## config.mk

```make
export PLATFORM = sky130hd
export DESIGN_NAME = mme_top
export DESIGN_NICKNAME = d
export VERILOG_FILES = /design/src/design/mme_pkg.sv /design/src/design/mme_top.sv
export SDC_FILE = /design/constraint.sdc
export NUM_CORES = 1
export LEC_CHECK = 0
export ABC_CLOCK_PERIOD_IN_PS = 2190
export BUFFER_PORTS_ARGS = -buffer_cell sky130_fd_sc_hd__buf_2
export CORE_MARGIN = 2
export CORE_UTILIZATION = 35
export DETAILED_ROUTE_END_ITERATION = 10
export PLACE_DENSITY = 0.6
export SYNTH_ARGS = -nofsm -noshare
export SYNTH_HDL_FRONTEND = slang
export SYNTH_SLANG_ARGS = --single-unit
```

## constraint.sdc

```tcl
create_clock -name i_clk -period 2.19 [get_ports i_clk]
set_clock_uncertainty 0.15 [all_clocks]
set_input_delay 0.219 -clock i_clk [delete_from_list [all_inputs] [get_ports i_clk]]
set_output_delay 0.219 -clock i_clk [all_outputs]
set_load 0.02 [all_outputs]
```

## src/design/mme_pkg.sv

```systemverilog
// constants shared by the monitor mode entry block
`default_nettype none
package mme_pkg;
  // monitor routine window and entry point
  localparam logic [15:0] MON_ROM_START = 16'hfe20;
  localparam logic [15:0] MON_ROM_END = 16'hff52;
  // reset vector locations and erased byte value
  localparam logic [15:0] VEC_ADDR_HI = 16'hfffe;
  localparam logic [15:0] VEC_ADDR_LO = 16'hffff;
  localparam logic [7:0] ERASED_BYTE = 8'hff;
  // clocks and link rate
  localparam int CLK_HZ = 25_000_000;
  localparam int BAUD_HZ = 9600;
  localparam int MON_BUS_HZ = 2_457_600;
  localparam int XTAL_PER_BUS = 4;
  localparam int MON_XTAL_HZ = MON_BUS_HZ * XTAL_PER_BUS;
  localparam int BUS_CLK_PER_BIT = MON_BUS_HZ / BAUD_HZ;
  // bit time in local clock cycles, half for mid-bit sampling
  localparam logic [11:0] BAUD_DIV = 12'(CLK_HZ / BAUD_HZ);
  localparam logic [11:0] BAUD_HALF = 12'(CLK_HZ / BAUD_HZ / 2);
  localparam logic [11:0] CNT_ZERO = 12'h000;
  // frame shape
  localparam logic [3:0] DATA_BITS = 4'h8;
  localparam logic [3:0] TX_FRAME_BITS = 4'ha;
  // host write command: command, address high, address low, data
  localparam logic [7:0] CMD_WRITE = 8'h57;
  localparam logic [1:0] IDX_CMD = 2'h0;
  localparam logic [1:0] IDX_AHI = 2'h1;
  localparam logic [1:0] IDX_ALO = 2'h2;
  localparam logic [1:0] IDX_DATA = 2'h3;
  // reset values
  localparam logic [15:0] RST_ADDR = 16'h0000;
  localparam logic [7:0] RST_BYTE = 8'h00;
  localparam logic [9:0] RST_TX_SHIFT = 10'h3ff;
  // operating mode latch
  typedef enum logic [1:0] {
    MME_LATCH = 2'b00,
    MME_USER = 2'b01,
    MME_MON = 2'b10
  } mme_mode_t;
  // serial receiver
  typedef enum logic [1:0] {
    MME_RX_IDLE = 2'b00,
    MME_RX_START = 2'b01,
    MME_RX_DATA = 2'b10,
    MME_RX_STOP = 2'b11
  } mme_rx_t;
endpackage
`default_nettype wire

```

## src/design/mme_top.sv

```systemverilog
// monitor mode entry: mode latch, protection gates and monitor serial link
// Function
// - monitor routine lives at FE20..FF52
// - blank flash programmed only in monitor
// - host writes device registers over link
// - elevated irq level at latch enters monitor
// - elevated entry keeps PLL off, divides clock; code only drives o_pll_enable low, no divider
// - blank reset vector also enters monitor
// - blank vector means whole array blank
// - blank entry, irq low enables PLL
// - protected erase needs elevated monitor entry
// - link runs 9600 baud from bus clock; code counts 2604 cycles of the 25 MHz local clock per bit
// - blank flash leaves ports at reset defaults
// - vector blank when both bytes read FF
// - mode latched once, held until reset
`default_nettype none
module mme_top (
  // clock and reset
  input wire logic i_clk,
  input wire logic i_srst,
  // mode select levels
  input wire logic i_test_entry_voltage,
  input wire logic i_irq_pin_level,
  input wire logic [7:0] i_vec_hi_byte,
  input wire logic [7:0] i_vec_lo_byte,
  // cpu and flash requests
  input wire logic [15:0] i_cpu_addr,
  input wire logic i_prog_req,
  input wire logic i_erase_req,
  input wire logic i_erase_protected,
  // monitor serial pin
  input wire logic i_monitor_serial_pin,
  output logic o_monitor_serial_pin,
  output logic o_monitor_serial_pin_oe,
  // mode status
  output logic o_mode_valid,
  output logic o_monitor_mode,
  output logic o_hv_entry,
  output logic o_pll_enable,
  output logic o_array_blank,
  output logic o_ports_default,
  output logic [15:0] o_start_addr,
  // gates
  output logic o_rom_select,
  output logic o_prog_grant,
  output logic o_erase_grant,
  // host register writes
  output logic o_reg_wr,
  output logic [15:0] o_reg_addr,
  output logic [7:0] o_reg_wdata
);

  ////////////////////////////////////////////////////////////////////////
  // mode latch
  mme_pkg::mme_mode_t mode_q, mode_d;
  logic hv_q, hv_d, pll_q, pll_d, blank_q, blank_d;
  logic [15:0] start_q, start_d;
  logic vec_blank;

  assign vec_blank = (i_vec_hi_byte == mme_pkg::ERASED_BYTE) &&
                     (i_vec_lo_byte == mme_pkg::ERASED_BYTE);

  // decide once in the first cycle after reset, then freeze
  always_comb
  begin
    mode_d = mode_q;
    hv_d = hv_q;
    pll_d = pll_q;
    blank_d = blank_q;
    start_d = start_q;
    case (mode_q)
      mme_pkg::MME_LATCH:
      begin
        blank_d = vec_blank;
        if (i_test_entry_voltage)
        begin
          mode_d = mme_pkg::MME_MON;
          hv_d = 1'b1;
          pll_d = 1'b0;
          start_d = mme_pkg::MON_ROM_START;
        end
        else if (vec_blank)
        begin
          mode_d = mme_pkg::MME_MON;
          hv_d = 1'b0;
          pll_d = !i_irq_pin_level;
          start_d = mme_pkg::MON_ROM_START;
        end
        else
        begin
          mode_d = mme_pkg::MME_USER;
          hv_d = 1'b0;
          pll_d = 1'b0;
          start_d = {i_vec_hi_byte, i_vec_lo_byte};
        end
      end
      default:
      begin
        mode_d = mode_q;
      end
    endcase
  end

  // mode registers
  always_ff @(posedge i_clk)
  begin
    if (i_srst)
    begin
      mode_q <= mme_pkg::MME_LATCH;
      hv_q <= 1'b0;
      pll_q <= 1'b0;
      blank_q <= 1'b0;
      start_q <= mme_pkg::RST_ADDR;
    end
    else
    begin
      mode_q <= mode_d;
      hv_q <= hv_d;
      pll_q <= pll_d;
      blank_q <= blank_d;
      start_q <= start_d;
    end
  end

  logic mon;
  assign mon = (mode_q == mme_pkg::MME_MON);
  assign o_mode_valid = (mode_q != mme_pkg::MME_LATCH);
  assign o_monitor_mode = mon;
  assign o_hv_entry = hv_q;
  assign o_pll_enable = pll_q;
  assign o_array_blank = blank_q;
  assign o_start_addr = start_q;
  // nothing configures ports on blank part
  assign o_ports_default = blank_q || !o_mode_valid;

  ////////////////////////////////////////////////////////////////////////
  // rom select and flash gates
  // monitor routine window
  assign o_rom_select = mon && (i_cpu_addr >= mme_pkg::MON_ROM_START) &&
                        (i_cpu_addr <= mme_pkg::MON_ROM_END);
  assign o_prog_grant = i_prog_req && o_mode_valid && (mon || !blank_q);
  assign o_erase_grant = i_erase_req && o_mode_valid &&
                         (!i_erase_protected || (mon && hv_q));

  ////////////////////////////////////////////////////////////////////////
  // serial receiver, active only in monitor mode
  mme_pkg::mme_rx_t rx_q, rx_d;
  logic [11:0] rx_cnt_q, rx_cnt_d;
  logic [3:0] rx_bit_q, rx_bit_d;
  logic [7:0] rx_sh_q, rx_sh_d;
  logic rx_done_q, rx_done_d;
  logic tx_busy;

  // start, eight data lsb first, stop
  always_comb
  begin
    rx_d = rx_q;
    rx_cnt_d = rx_cnt_q;
    rx_bit_d = rx_bit_q;
    rx_sh_d = rx_sh_q;
    rx_done_d = 1'b0;
    if (rx_cnt_q != mme_pkg::CNT_ZERO)
    begin
      rx_cnt_d = rx_cnt_q - 12'h001;
    end
    case (rx_q)
      mme_pkg::MME_RX_IDLE:
      begin
        // half duplex: own echo must not be heard back
        if (mon && !tx_busy && !i_monitor_serial_pin)
        begin
          rx_d = mme_pkg::MME_RX_START;
          rx_cnt_d = mme_pkg::BAUD_HALF;
        end
      end
      mme_pkg::MME_RX_START:
      begin
        if (rx_cnt_q == mme_pkg::CNT_ZERO)
        begin
          // glitch shorter than half a bit is dropped
          rx_d = i_monitor_serial_pin ? mme_pkg::MME_RX_IDLE : mme_pkg::MME_RX_DATA;
          // count runs down to zero inclusive, so reload one short of a bit
          rx_cnt_d = mme_pkg::BAUD_DIV - 12'h001;
          rx_bit_d = 4'h0;
        end
      end
      mme_pkg::MME_RX_DATA:
      begin
        if (rx_cnt_q == mme_pkg::CNT_ZERO)
        begin
          rx_sh_d = {i_monitor_serial_pin, rx_sh_q[7:1]};
          rx_bit_d = rx_bit_q + 4'h1;
          rx_cnt_d = mme_pkg::BAUD_DIV - 12'h001;
          if (rx_bit_q == mme_pkg::DATA_BITS - 4'h1)
          begin
            rx_d = mme_pkg::MME_RX_STOP;
          end
        end
      end
      default:
      begin
        if (rx_cnt_q == mme_pkg::CNT_ZERO)
        begin
          // a bad stop bit discards the byte
          rx_done_d = i_monitor_serial_pin;
          rx_d = mme_pkg::MME_RX_IDLE;
        end
      end
    endcase
  end

  // receiver registers
  always_ff @(posedge i_clk)
  begin
    if (i_srst)
    begin
      rx_q <= mme_pkg::MME_RX_IDLE;
      rx_cnt_q <= mme_pkg::CNT_ZERO;
      rx_bit_q <= 4'h0;
      rx_sh_q <= mme_pkg::RST_BYTE;
      rx_done_q <= 1'b0;
    end
    else
    begin
      rx_q <= rx_d;
      rx_cnt_q <= rx_cnt_d;
      rx_bit_q <= rx_bit_d;
      rx_sh_q <= rx_sh_d;
      rx_done_q <= rx_done_d;
    end
  end

  ////////////////////////////////////////////////////////////////////////
  // echo transmitter
  logic [9:0] tx_sh_q, tx_sh_d;
  logic [3:0] tx_left_q, tx_left_d;
  logic [11:0] tx_cnt_q, tx_cnt_d;

  assign tx_busy = (tx_left_q != 4'h0);

  // each bit held one 9600 baud time
  always_comb
  begin
    tx_sh_d = tx_sh_q;
    tx_left_d = tx_left_q;
    tx_cnt_d = tx_cnt_q;
    if (rx_done_q)
    begin
      tx_sh_d = {1'b1, rx_sh_q, 1'b0};
      tx_left_d = mme_pkg::TX_FRAME_BITS;
      tx_cnt_d = mme_pkg::BAUD_DIV;
    end
    else if (tx_busy)
    begin
      if (tx_cnt_q == 12'h001)
      begin
        tx_sh_d = {1'b1, tx_sh_q[9:1]};
        tx_left_d = tx_left_q - 4'h1;
        tx_cnt_d = mme_pkg::BAUD_DIV;
      end
      else
      begin
        tx_cnt_d = tx_cnt_q - 12'h001;
      end
    end
  end

  // transmitter registers
  always_ff @(posedge i_clk)
  begin
    if (i_srst)
    begin
      tx_sh_q <= mme_pkg::RST_TX_SHIFT;
      tx_left_q <= 4'h0;
      tx_cnt_q <= mme_pkg::CNT_ZERO;
    end
    else
    begin
      tx_sh_q <= tx_sh_d;
      tx_left_q <= tx_left_d;
      tx_cnt_q <= tx_cnt_d;
    end
  end

  assign o_monitor_serial_pin = tx_sh_q[0];
  assign o_monitor_serial_pin_oe = tx_busy;

  ////////////////////////////////////////////////////////////////////////
  // host write sequencer: command, address high, address low, data
  logic [1:0] idx_q, idx_d;
  logic [15:0] addr_q, addr_d;
  logic [7:0] wdata_q, wdata_d;
  logic wr_q, wr_d;

  always_comb
  begin
    idx_d = idx_q;
    addr_d = addr_q;
    wdata_d = wdata_q;
    wr_d = 1'b0;
    if (rx_done_q)
    begin
      case (idx_q)
        mme_pkg::IDX_CMD:
        begin
          // unknown commands are ignored
          idx_d = (rx_sh_q == mme_pkg::CMD_WRITE) ? mme_pkg::IDX_AHI : mme_pkg::IDX_CMD;
        end
        mme_pkg::IDX_AHI:
        begin
          addr_d = {rx_sh_q, addr_q[7:0]};
          idx_d = mme_pkg::IDX_ALO;
        end
        mme_pkg::IDX_ALO:
        begin
          addr_d = {addr_q[15:8], rx_sh_q};
          idx_d = mme_pkg::IDX_DATA;
        end
        default:
        begin
          wdata_d = rx_sh_q;
          wr_d = 1'b1;
          idx_d = mme_pkg::IDX_CMD;
        end
      endcase
    end
  end

  // write registers
  always_ff @(posedge i_clk)
  begin
    if (i_srst)
    begin
      idx_q <= mme_pkg::IDX_CMD;
      addr_q <= mme_pkg::RST_ADDR;
      wdata_q <= mme_pkg::RST_BYTE;
      wr_q <= 1'b0;
    end
    else
    begin
      idx_q <= idx_d;
      addr_q <= addr_d;
      wdata_q <= wdata_d;
      wr_q <= wr_d;
    end
  end

  assign o_reg_wr = wr_q;
  assign o_reg_addr = addr_q;
  assign o_reg_wdata = wdata_q;
endmodule
`default_nettype wire

```

Word-level counts from Yosys, hierarchy flattened
Cells that the tools add are included.
Cells by class
  divide/modulo/power cells: 0
  order comparisons: 2
  multiply operators: 0
  shifts and indexed selects: 0
  reduce and logical (&&, ||, !) cells: 43
  multiplexer cells: 34
  bitwise gates (word level): 5
  eq/ne operators: 14
  $add $sub $neg: 4
Operators with widths (number)
  12-bit two-way mux: 6
  16-bit two-way mux: 2
  16-bit one-hot mux with 2 select lines: 1
  9-bit two-way mux: 3
  12-bit one-hot mux with 2 select lines: 1
  12-bit by 1-bit subtractor with 12-bit output (second input constant): 2
  4-bit two-way mux: 5
  8-bit == test (second input constant): 2
  16-bit >= comparator (second input constant): 1
  16-bit <= comparator (second input constant): 1
  2-bit two-way mux: 8
  12-bit by 1-bit == test with 1-bit output (second input constant): 1
  12-bit logical NOT: 1
  2-bit one-hot mux with 3 select lines: 2
  12-bit nonzero test: 1
  1-bit logical AND: 10
  2-bit nonzero test: 5
  3-bit AND reduction: 3
  8-bit by 7-bit == test with 1-bit output (second input constant): 1
  2-bit != test (second input constant): 4
  4-bit one-hot mux with 2 select lines: 1
  2-bit AND reduction: 4
  2-bit == test (second input constant): 3
  1-bit logical NOT: 6
  other kinds (13): 28
Storage, ports and cells
  memories kept: 0
  bits in writable memories: 0
  bits of input ports: 40
  flip-flop bits (word level): 100
  bits in read-only memories: 0
  output and inout port bits: 52
  latch bits: 0
  logic and storage cells: 122

Longest topological paths before layout
Gate-level depths: netlist of the first run.
  word-level depth: 6
  depth in mapped cells: 9

Least setup slack after synthesis of the first run
OpenSTA, ideal clock, no wires.
  path type: register to register
  start: register rx_cnt_q[0]
  end: register rx_cnt_q[0]
  cell stages (with the launch flop): 10
  period minus slack after synthesis: 2165 ps
  path buffers: 1
  data required time: 1912 ps
  slack: 25 ps
  data arrival time: 1888 ps
  cells stage by stage: dfxtp_1 -> inv_1 -> ha_1 -> or4b_1 -> nor3_2 -> inv_2 -> buf_2 -> ha_1 -> a2bb2oi_1 -> nor2_1
On the way
  cells in the longest elaborated chain, start to end: 4
  elaborated cells on any way between the ends: 7
Ends and longest elaborated chain
  start, declared: line mme_top.sv:148  | logic [11:0] rx_cnt_q, rx_cnt_d;
  start signal, assigned: line mme_top.sv:218  | rx_cnt_q <= mme_pkg::CNT_ZERO;
  start signal, assigned: line mme_top.sv:226  | rx_cnt_q <= rx_cnt_d;
  12-bit by 1-bit subtractor with 12-bit output / 12-bit nonzero test (equally long branches): line mme_top.sv:164, mme_top.sv:162
  12-bit two-way mux: line mme_top.sv:162  | if (rx_cnt_q != mme_pkg::CNT_ZERO)
  12-bit two-way mux (on tied branches): line mme_top.sv:178, mme_top.sv:189, mme_top.sv:170
  12-bit one-hot mux with 2 select lines (*): line mme_top.sv:166  | case (rx_q)
Every way passes the cells marked *; elsewhere a longest branch is shown, timed or not.
A chain may end at the register's enable or synchronous reset.

Worst setup path in the final report of the first run
  start: register rx_cnt_q[0]
  end: register rx_cnt_q[1]
Same word-level chain as after synthesis.

==> impl_metrics.ini, run 1 <==
[synthesis]
synth_edf_count = 0
synth.top_cell.area_share_pct = 43.40
postSynthRegisterBits = 100
ys.flop_type = sky130_fd_sc_hd__dfxtp_1
main_area_contributors_after_synthesis = sky130_fd_sc_hd__dfxtp_1 43%, sky130_fd_sc_hd__a21oi_1 4.9%, sky130_fd_sc_hd__ha_1 4.6%, sky130_fd_sc_hd__nand3_1 4.0%, sky130_fd_sc_hd__nor2_1 3.7%
mappedNetlistArea_um2 = 4613
async_reset_ff_share_pct = 0
synth-seq-area-share_pct = 43.40
yosys.cell_types.count = 60
synth_largest_area_cell = sky130_fd_sc_hd__dfxtp_1
yosysWarningCount = 0
synth_fp_nets = 594
post_synth_inst_count = 537
mapped_avg_cell_area_um2 = 8.591

[timing]
rsz_0062_raised_after_global_routing = false
max_slew.worst_pin.slew_ns = 0.5346
final_setup_fails = 0
report.final.hold_viol_count = 0
min_period_ns = 2.061
period_share_pct = 94.10
setup_total_negative_slack_ns = 0
relSlewSlack_pct = 64.36
max_clock_freq_mhz = 485.3
slew_violations = 0

[cells_and_area]
n_antenna_cell = 0
multi_input_comb_area_um2 = 2410
drive_gt1_share_pct = 23.47
layout.nets = 704
fillCellCount = 1281
mostFrequentLayoutCells = 100 x sky130_fd_sc_hd__dfxtp_1, 91 x sky130_fd_sc_hd__buf_2, 46 x sky130_fd_sc_hd__nor2_1
ff_latch_area_um2 = 2002
fin_area_um2 = 5786
area_delta_synth_final_pct = 25.41
mostFrequentLayoutCell = sky130_fd_sc_hd__dfxtp_1

[worst_setup_path]
largest_stage_delay_worst_path_ns = 0.49
worst_setup_path_start_kind = register
timing.critical_path.cells = inv_1 > ha_1 > or4b_4 > nor3_4 > buf_4 > mux2_2 > a21oi_1
path_delay_family = simple AND/OR/NAND/NOR gates
worst_ep_required_time_ns = 2.31
worstPathArrival_ns = 2.19
critical_path_peak_fanout = 6
critPathSlowestCell = sky130_fd_sc_hd__or4b_4
path_buf_inv = 2
endpoint_kind = register
path_class = reg -> reg

[clock_network]
clock-sinks = 100
cts_buffer_depth = 2
clock_tree_root = sky130_fd_sc_hd__clkbuf_16
skew_pair_late_insertion_delay_ns = 0.34
cts_tree = done
numCtsBuffers = 9
cts_setup_buffers = 0
cts_htree_levels = 3
clk_transition_reported_paths_ns = 0.07

[detailed_routing]
routed-via-count = 4307
drt.antenna.violating_nets = 0
post_drt_wl_per_cell_um = 14.20
routed_via_density = 5.227
drt_wl_total_um = 11700
detailedRoute.firstPassIterationCount = 4
initialDrtViolationCount = 219
drc = 0

[floorplanning]
die_y_um = 118.8
coreArea_um2 = 12720
floorplan.die_area_um2 = 14110
num_rows = 41
pin_count = 92
die_w_um = 118.8
initial_core_util_pct = 36.26

[power]
p_leak_nw = 2.368
power-per-cell-area_nw_per_um2 = 925.3
vdd_ir_drop_max_v = 0.0003315

[global_routing]
number_of_antenna_violations_at_the_first_check_in_global_routing = 0
grt.overflow.total = 0
grt_pass1_vias = 4176
global_route.usage.total_pct = 16.75
grt_first_pass_wirelength_um = 19640
largest_net_degree_at_the_start_of_global_routing = 26

[placed_design]
port-buffer-count = 91
dp_hpwl_um = 8312
routabilityCongestion = 0.8654
detailed_place.area_um2 = 5388

[outcome]
outcome = finished clean

[hold_path]
worst_hold_path_type = in -> reg

[job]
maxCapViolations = 0
report_power, final:
group | leakage (nW) | total, mW | internal [mW] | switching [mW]
Combinational | 1.43 | 1.78 | 0.787 | 0.990
Clock | 0.122 | 1.47 | 0.803 | 0.672
Sequential | 0.812 | 2.10 | 1.97 | 0.132
final timing paths:
check	start	endpoint	slack, ns	depth (start not counted)
setup / recovery	rx_cnt_q[0]	rx_cnt_q[1]	0.13	7
hold / removal	i_vec_hi_byte[2]	o_start_addr[10]	0.01	2
setup reg to reg	rx_cnt_q[0]	rx_cnt_q[1]	0.13	7
hold reg to reg	o_reg_addr[2]	o_reg_addr[2]	0.31	2
cells in the mapped netlist (all sizes together) (10+ instances only):
master and instances:
ha 17, nand3 37, a21oi 45, buf 10, o21ai 27, clkbuf 24, inv 20, mux2i 11
nand4 12, dfxtp 100, nor2 46, nand2 41, nor3 20
area by class of cell:
| type | instances | share of cell area, % |
|---|---|---|
| clock buffers | 13 | 4.325 |
| repair buffers | 133 | 14.01 |
| flip-flops and latches | 100 | 34.60 |
| clock inverters | 3 | 0.3893 |
| inverters | 20 | 1.298 |
| multi-input cells | 383 | 41.65 |
| well taps | 172 | 3.720 |
through the flow:
step | util [%] | total power, mW | cells | setup slack [ns] | hold WS [ns]
floorplan | - | 3.249 | 537 | 0.02475 | 0.1949
global placement | 42.35 | 3.797 | 797 | 0.07225 | 0.2900
detailed placement | 42.35 | 3.831 | 797 | 0.02406 | 0.2912
CTS | 45.36 | 5.351 | 824 | 0.06499 | 0.0005107
global route | 45.48 | 5.671 | 824 | 0.01033 | 0.01352
finish | 45.48 | 5.354 | 824 | 0.1293 | 0.01288
metal layers:
metal,vias to the layer above,part of all wire [%],wire length (µm),GRT usage [%]
met5,-,0,0,0
met4,0,1.7,196,6.250
met3,17,3.4,397,3.282
met2,87,50,5892,29.27
met1,2023,45,5210,20.23
li1,2180,-,-,-
logic make-up (layout without fill, tap and decap cells):
group,Yosys count,in the layout,synth area share [%]
multiplexers,12,12,2.631
flip-flops,100,100,43.40
adder cells (fa/ha/maj),17,17,4.611
buffers and inverters,54,169,4.692
XOR/XNOR,8,8,1.519
AND/OR/NAND/NOR,216,216,24.57
AO/OA/AOI/OAI,130,130,18.58
registers in the layout, indices dropped and copies added (netlist names), 4 cells and up:
register,count
o_reg_wdata,8
tx_left_q,4
tx_cnt_q,12
o_start_addr,16
o_reg_addr,16
rx_sh_q,8
rx_bit_q,4
rx_cnt_q,12
tx_sh_q,9
repair_timing:
item / 4_1_cts / 5_1_grt
pin swaps: 1 / 0
resized for setup: 0 / 4
hold buffers: 11 / 0
hold endpoints to repair: 11 / 0
endpoints found under the setup margin: 1 / 18
Power figures use the tool's default switching activity.
==> inputs of run 2 (changes only) <==
--- a/config.mk
+++ b/config.mk
@@ -7,6 +7,7 @@
 export LEC_CHECK = 0
 export ABC_CLOCK_PERIOD_IN_PS = 2190
 export BUFFER_PORTS_ARGS = -buffer_cell sky130_fd_sc_hd__buf_2
+export CORE_ASPECT_RATIO = 1.4
 export CORE_MARGIN = 2
 export CORE_UTILIZATION = 35
 export DETAILED_ROUTE_END_ITERATION = 10
==> impl_metrics.ini, run 2 (synthesis gave the netlist of run 1 again) <==
[outcome]
outcome = finished clean

[global_routing]
number_of_antenna_violations_at_the_first_check_in_global_routing = 0
global_route.usage.total_pct = 16.65
grt_pass1_vias = 4122
grt.overflow.total = 0
largest_net_degree_at_the_start_of_global_routing = 30
grt_first_pass_wirelength_um = 19190

[worst_setup_path]
timing.critical_path.cells = inv_1 > ha_1 > nor3b_2 > inv_1 > buf_4 > nand4_1 > or4_1 > a31oi_1
critPathSlowestCell = sky130_fd_sc_hd__or4_1
path_buf_inv = 3
worst_setup_path_start_kind = register
worstPathArrival_ns = 2.20
rrSetupSlack_ns = 0.12
worst_ep_required_time_ns = 2.31
critical_path_peak_fanout = 8
largest_stage_delay_worst_path_ns = 0.44
path_class = reg -> reg
path_delay_family = simple AND/OR/NAND/NOR gates
endpoint_kind = register
critical_path.most_common_cell = sky130_fd_sc_hd__inv_1

[detailed_routing]
routed-via-count = 4384
drt.antenna.violating_nets = 0
routed_via_density = 5.412
initialDrtViolationCount = 170
post_drt_wl_per_cell_um = 14.76
detailedRoute.firstPassIterationCount = 4
drt_wl_total_um = 11960
drc = 0

[floorplanning]
die_w_um = 101.0
num_rows = 49
initial_core_util_pct = 35.83
coreArea_um2 = 12870
pin_count = 92
floorplan.die_area_um2 = 14130
die_y_um = 139.8

[cells_and_area]
mostFrequentLayoutCell = sky130_fd_sc_hd__dfxtp_1
drive_gt1_share_pct = 24.35
area_delta_synth_final_pct = 26.28
fin_area_um2 = 5826
n_antenna_cell = 0
layout.nets = 709
mostFrequentLayoutCells = 100 x sky130_fd_sc_hd__dfxtp_1, 91 x sky130_fd_sc_hd__buf_2, 46 x sky130_fd_sc_hd__nor2_1

[power]
power-per-cell-area_nw_per_um2 = 946.5
vdd_ir_drop_max_v = 0.0003981
total_power_mw = 5.514
p_leak_nw = 2.418

[timing]
final_setup_fails = 0
max_clock_freq_mhz = 482.1
min_period_ns = 2.074
period_share_pct = 94.71
relSlewSlack_pct = 65.66
max_slew.worst_pin.slew_ns = 0.5128
slew_violations = 0
report.final.hold_viol_count = 0

[clock_network]
numCtsBuffers = 9
cts_tree = done
clk_transition_reported_paths_ns = 0.07
clock-sinks = 100
clock_tree_root = sky130_fd_sc_hd__clkbuf_16
skew_pair_late_insertion_delay_ns = 0.34
cts_htree_levels = 3
cts_buffer_depth = 2

[placed_design]
port-buffer-count = 91
dp_hpwl_um = 8560
detailed_place.area_um2 = 5351
routabilityCongestion = 0.8203

[job]
maxCapViolations = 0

[hold_path]
worst_hold_path_type = in -> reg
[run 2: cell types whose count changed in the layout (fill, tap and decap cells not counted), moves of 2 or more]
cell / change
sky130_fd_sc_hd__clkbuf_1: -3
sky130_fd_sc_hd__clkinvlp_4: -2
sky130_fd_sc_hd__buf_4: +4
sky130_fd_sc_hd__dlygate4sd3_1: +2
sky130_fd_sc_hd__clkinv_2: +3
[run 2: timing repair]
| item | 4_1_cts | 5_1_grt |
|---|---|---|
| gates resized for setup | 0 | 5 |
| endpoints found under the setup margin | 2 | 26 |
| hold buffers | 13 | 0 |
| hold endpoints to repair | 13 | 0 |
| setup buffers | 2 | 1 |
| pin swaps | 1 | 1 |
[run 2: worst paths after layout]
path                                  startpoint                to  cells past startpoint
worst max-delay path                tx_left_q[0]       tx_cnt_q[9]                      8
worst min-delay path            i_vec_hi_byte[2]  o_start_addr[10]                      2
worst max register to register      tx_left_q[0]       tx_cnt_q[9]                      8
worst min register to register    o_reg_wdata[7]    o_reg_wdata[7]                      2
[run 2: final cells by class]
class | count | area (µm²)
Fill cell | 1291 | 7049
Multi-Input combinational cell | 383 | 2419
Sequential cell | 100 | 2002
Timing Repair Buffer | 138 | 840.8
Clock buffer | 9 | 225.2
Tap cell | 153 | 191.4
Inverter | 20 | 75.07
Clock inverter | 7 | 72.57
[run 2: routing by layer]
layer  vias to the layer above  wire length (µm)  track usage [%]
li1                       2198                 -                -
met1                      2066              4962            19.55
met2                       102              6236            29.65
met3                        18               503            2.160
met4                         0               254            7.468
met5                         -                 0                0
[run 2: power by group]
| part | total, mW | leakage [nW] | internal (mW) | switching, mW |
|---|---|---|---|---|
| Sequential | 2.08 | 0.812 | 1.97 | 0.113 |
| Combinational | 1.83 | 1.46 | 0.819 | 1.01 |
| Clock | 1.60 | 0.147 | 0.892 | 0.706 |
[run 2: stage by stage]
| stage | util (%) | setup TNS (ns) | std cells | hold slack, ns | setup WS [ns] |
|---|---|---|---|---|---|
| 5_1_grt | 45.25 | -0.007355 | 810 | 0.004843 | -0.007355 |
| 3_3_place_gp | 41.56 | 0 | 778 | 0.2913 | 0.01923 |
| 6_report | 45.25 | 0 | 810 | 0.01094 | 0.1158 |
| 4_1_cts | 45.00 | 0 | 809 | 0.0007024 | 0.007931 |
| 2_1_floorplan | - | 0 | 537 | 0.1949 | 0.02475 |
| 3_5_place_dp | 41.56 | -0.02170 | 778 | 0.2921 | -0.02170 |
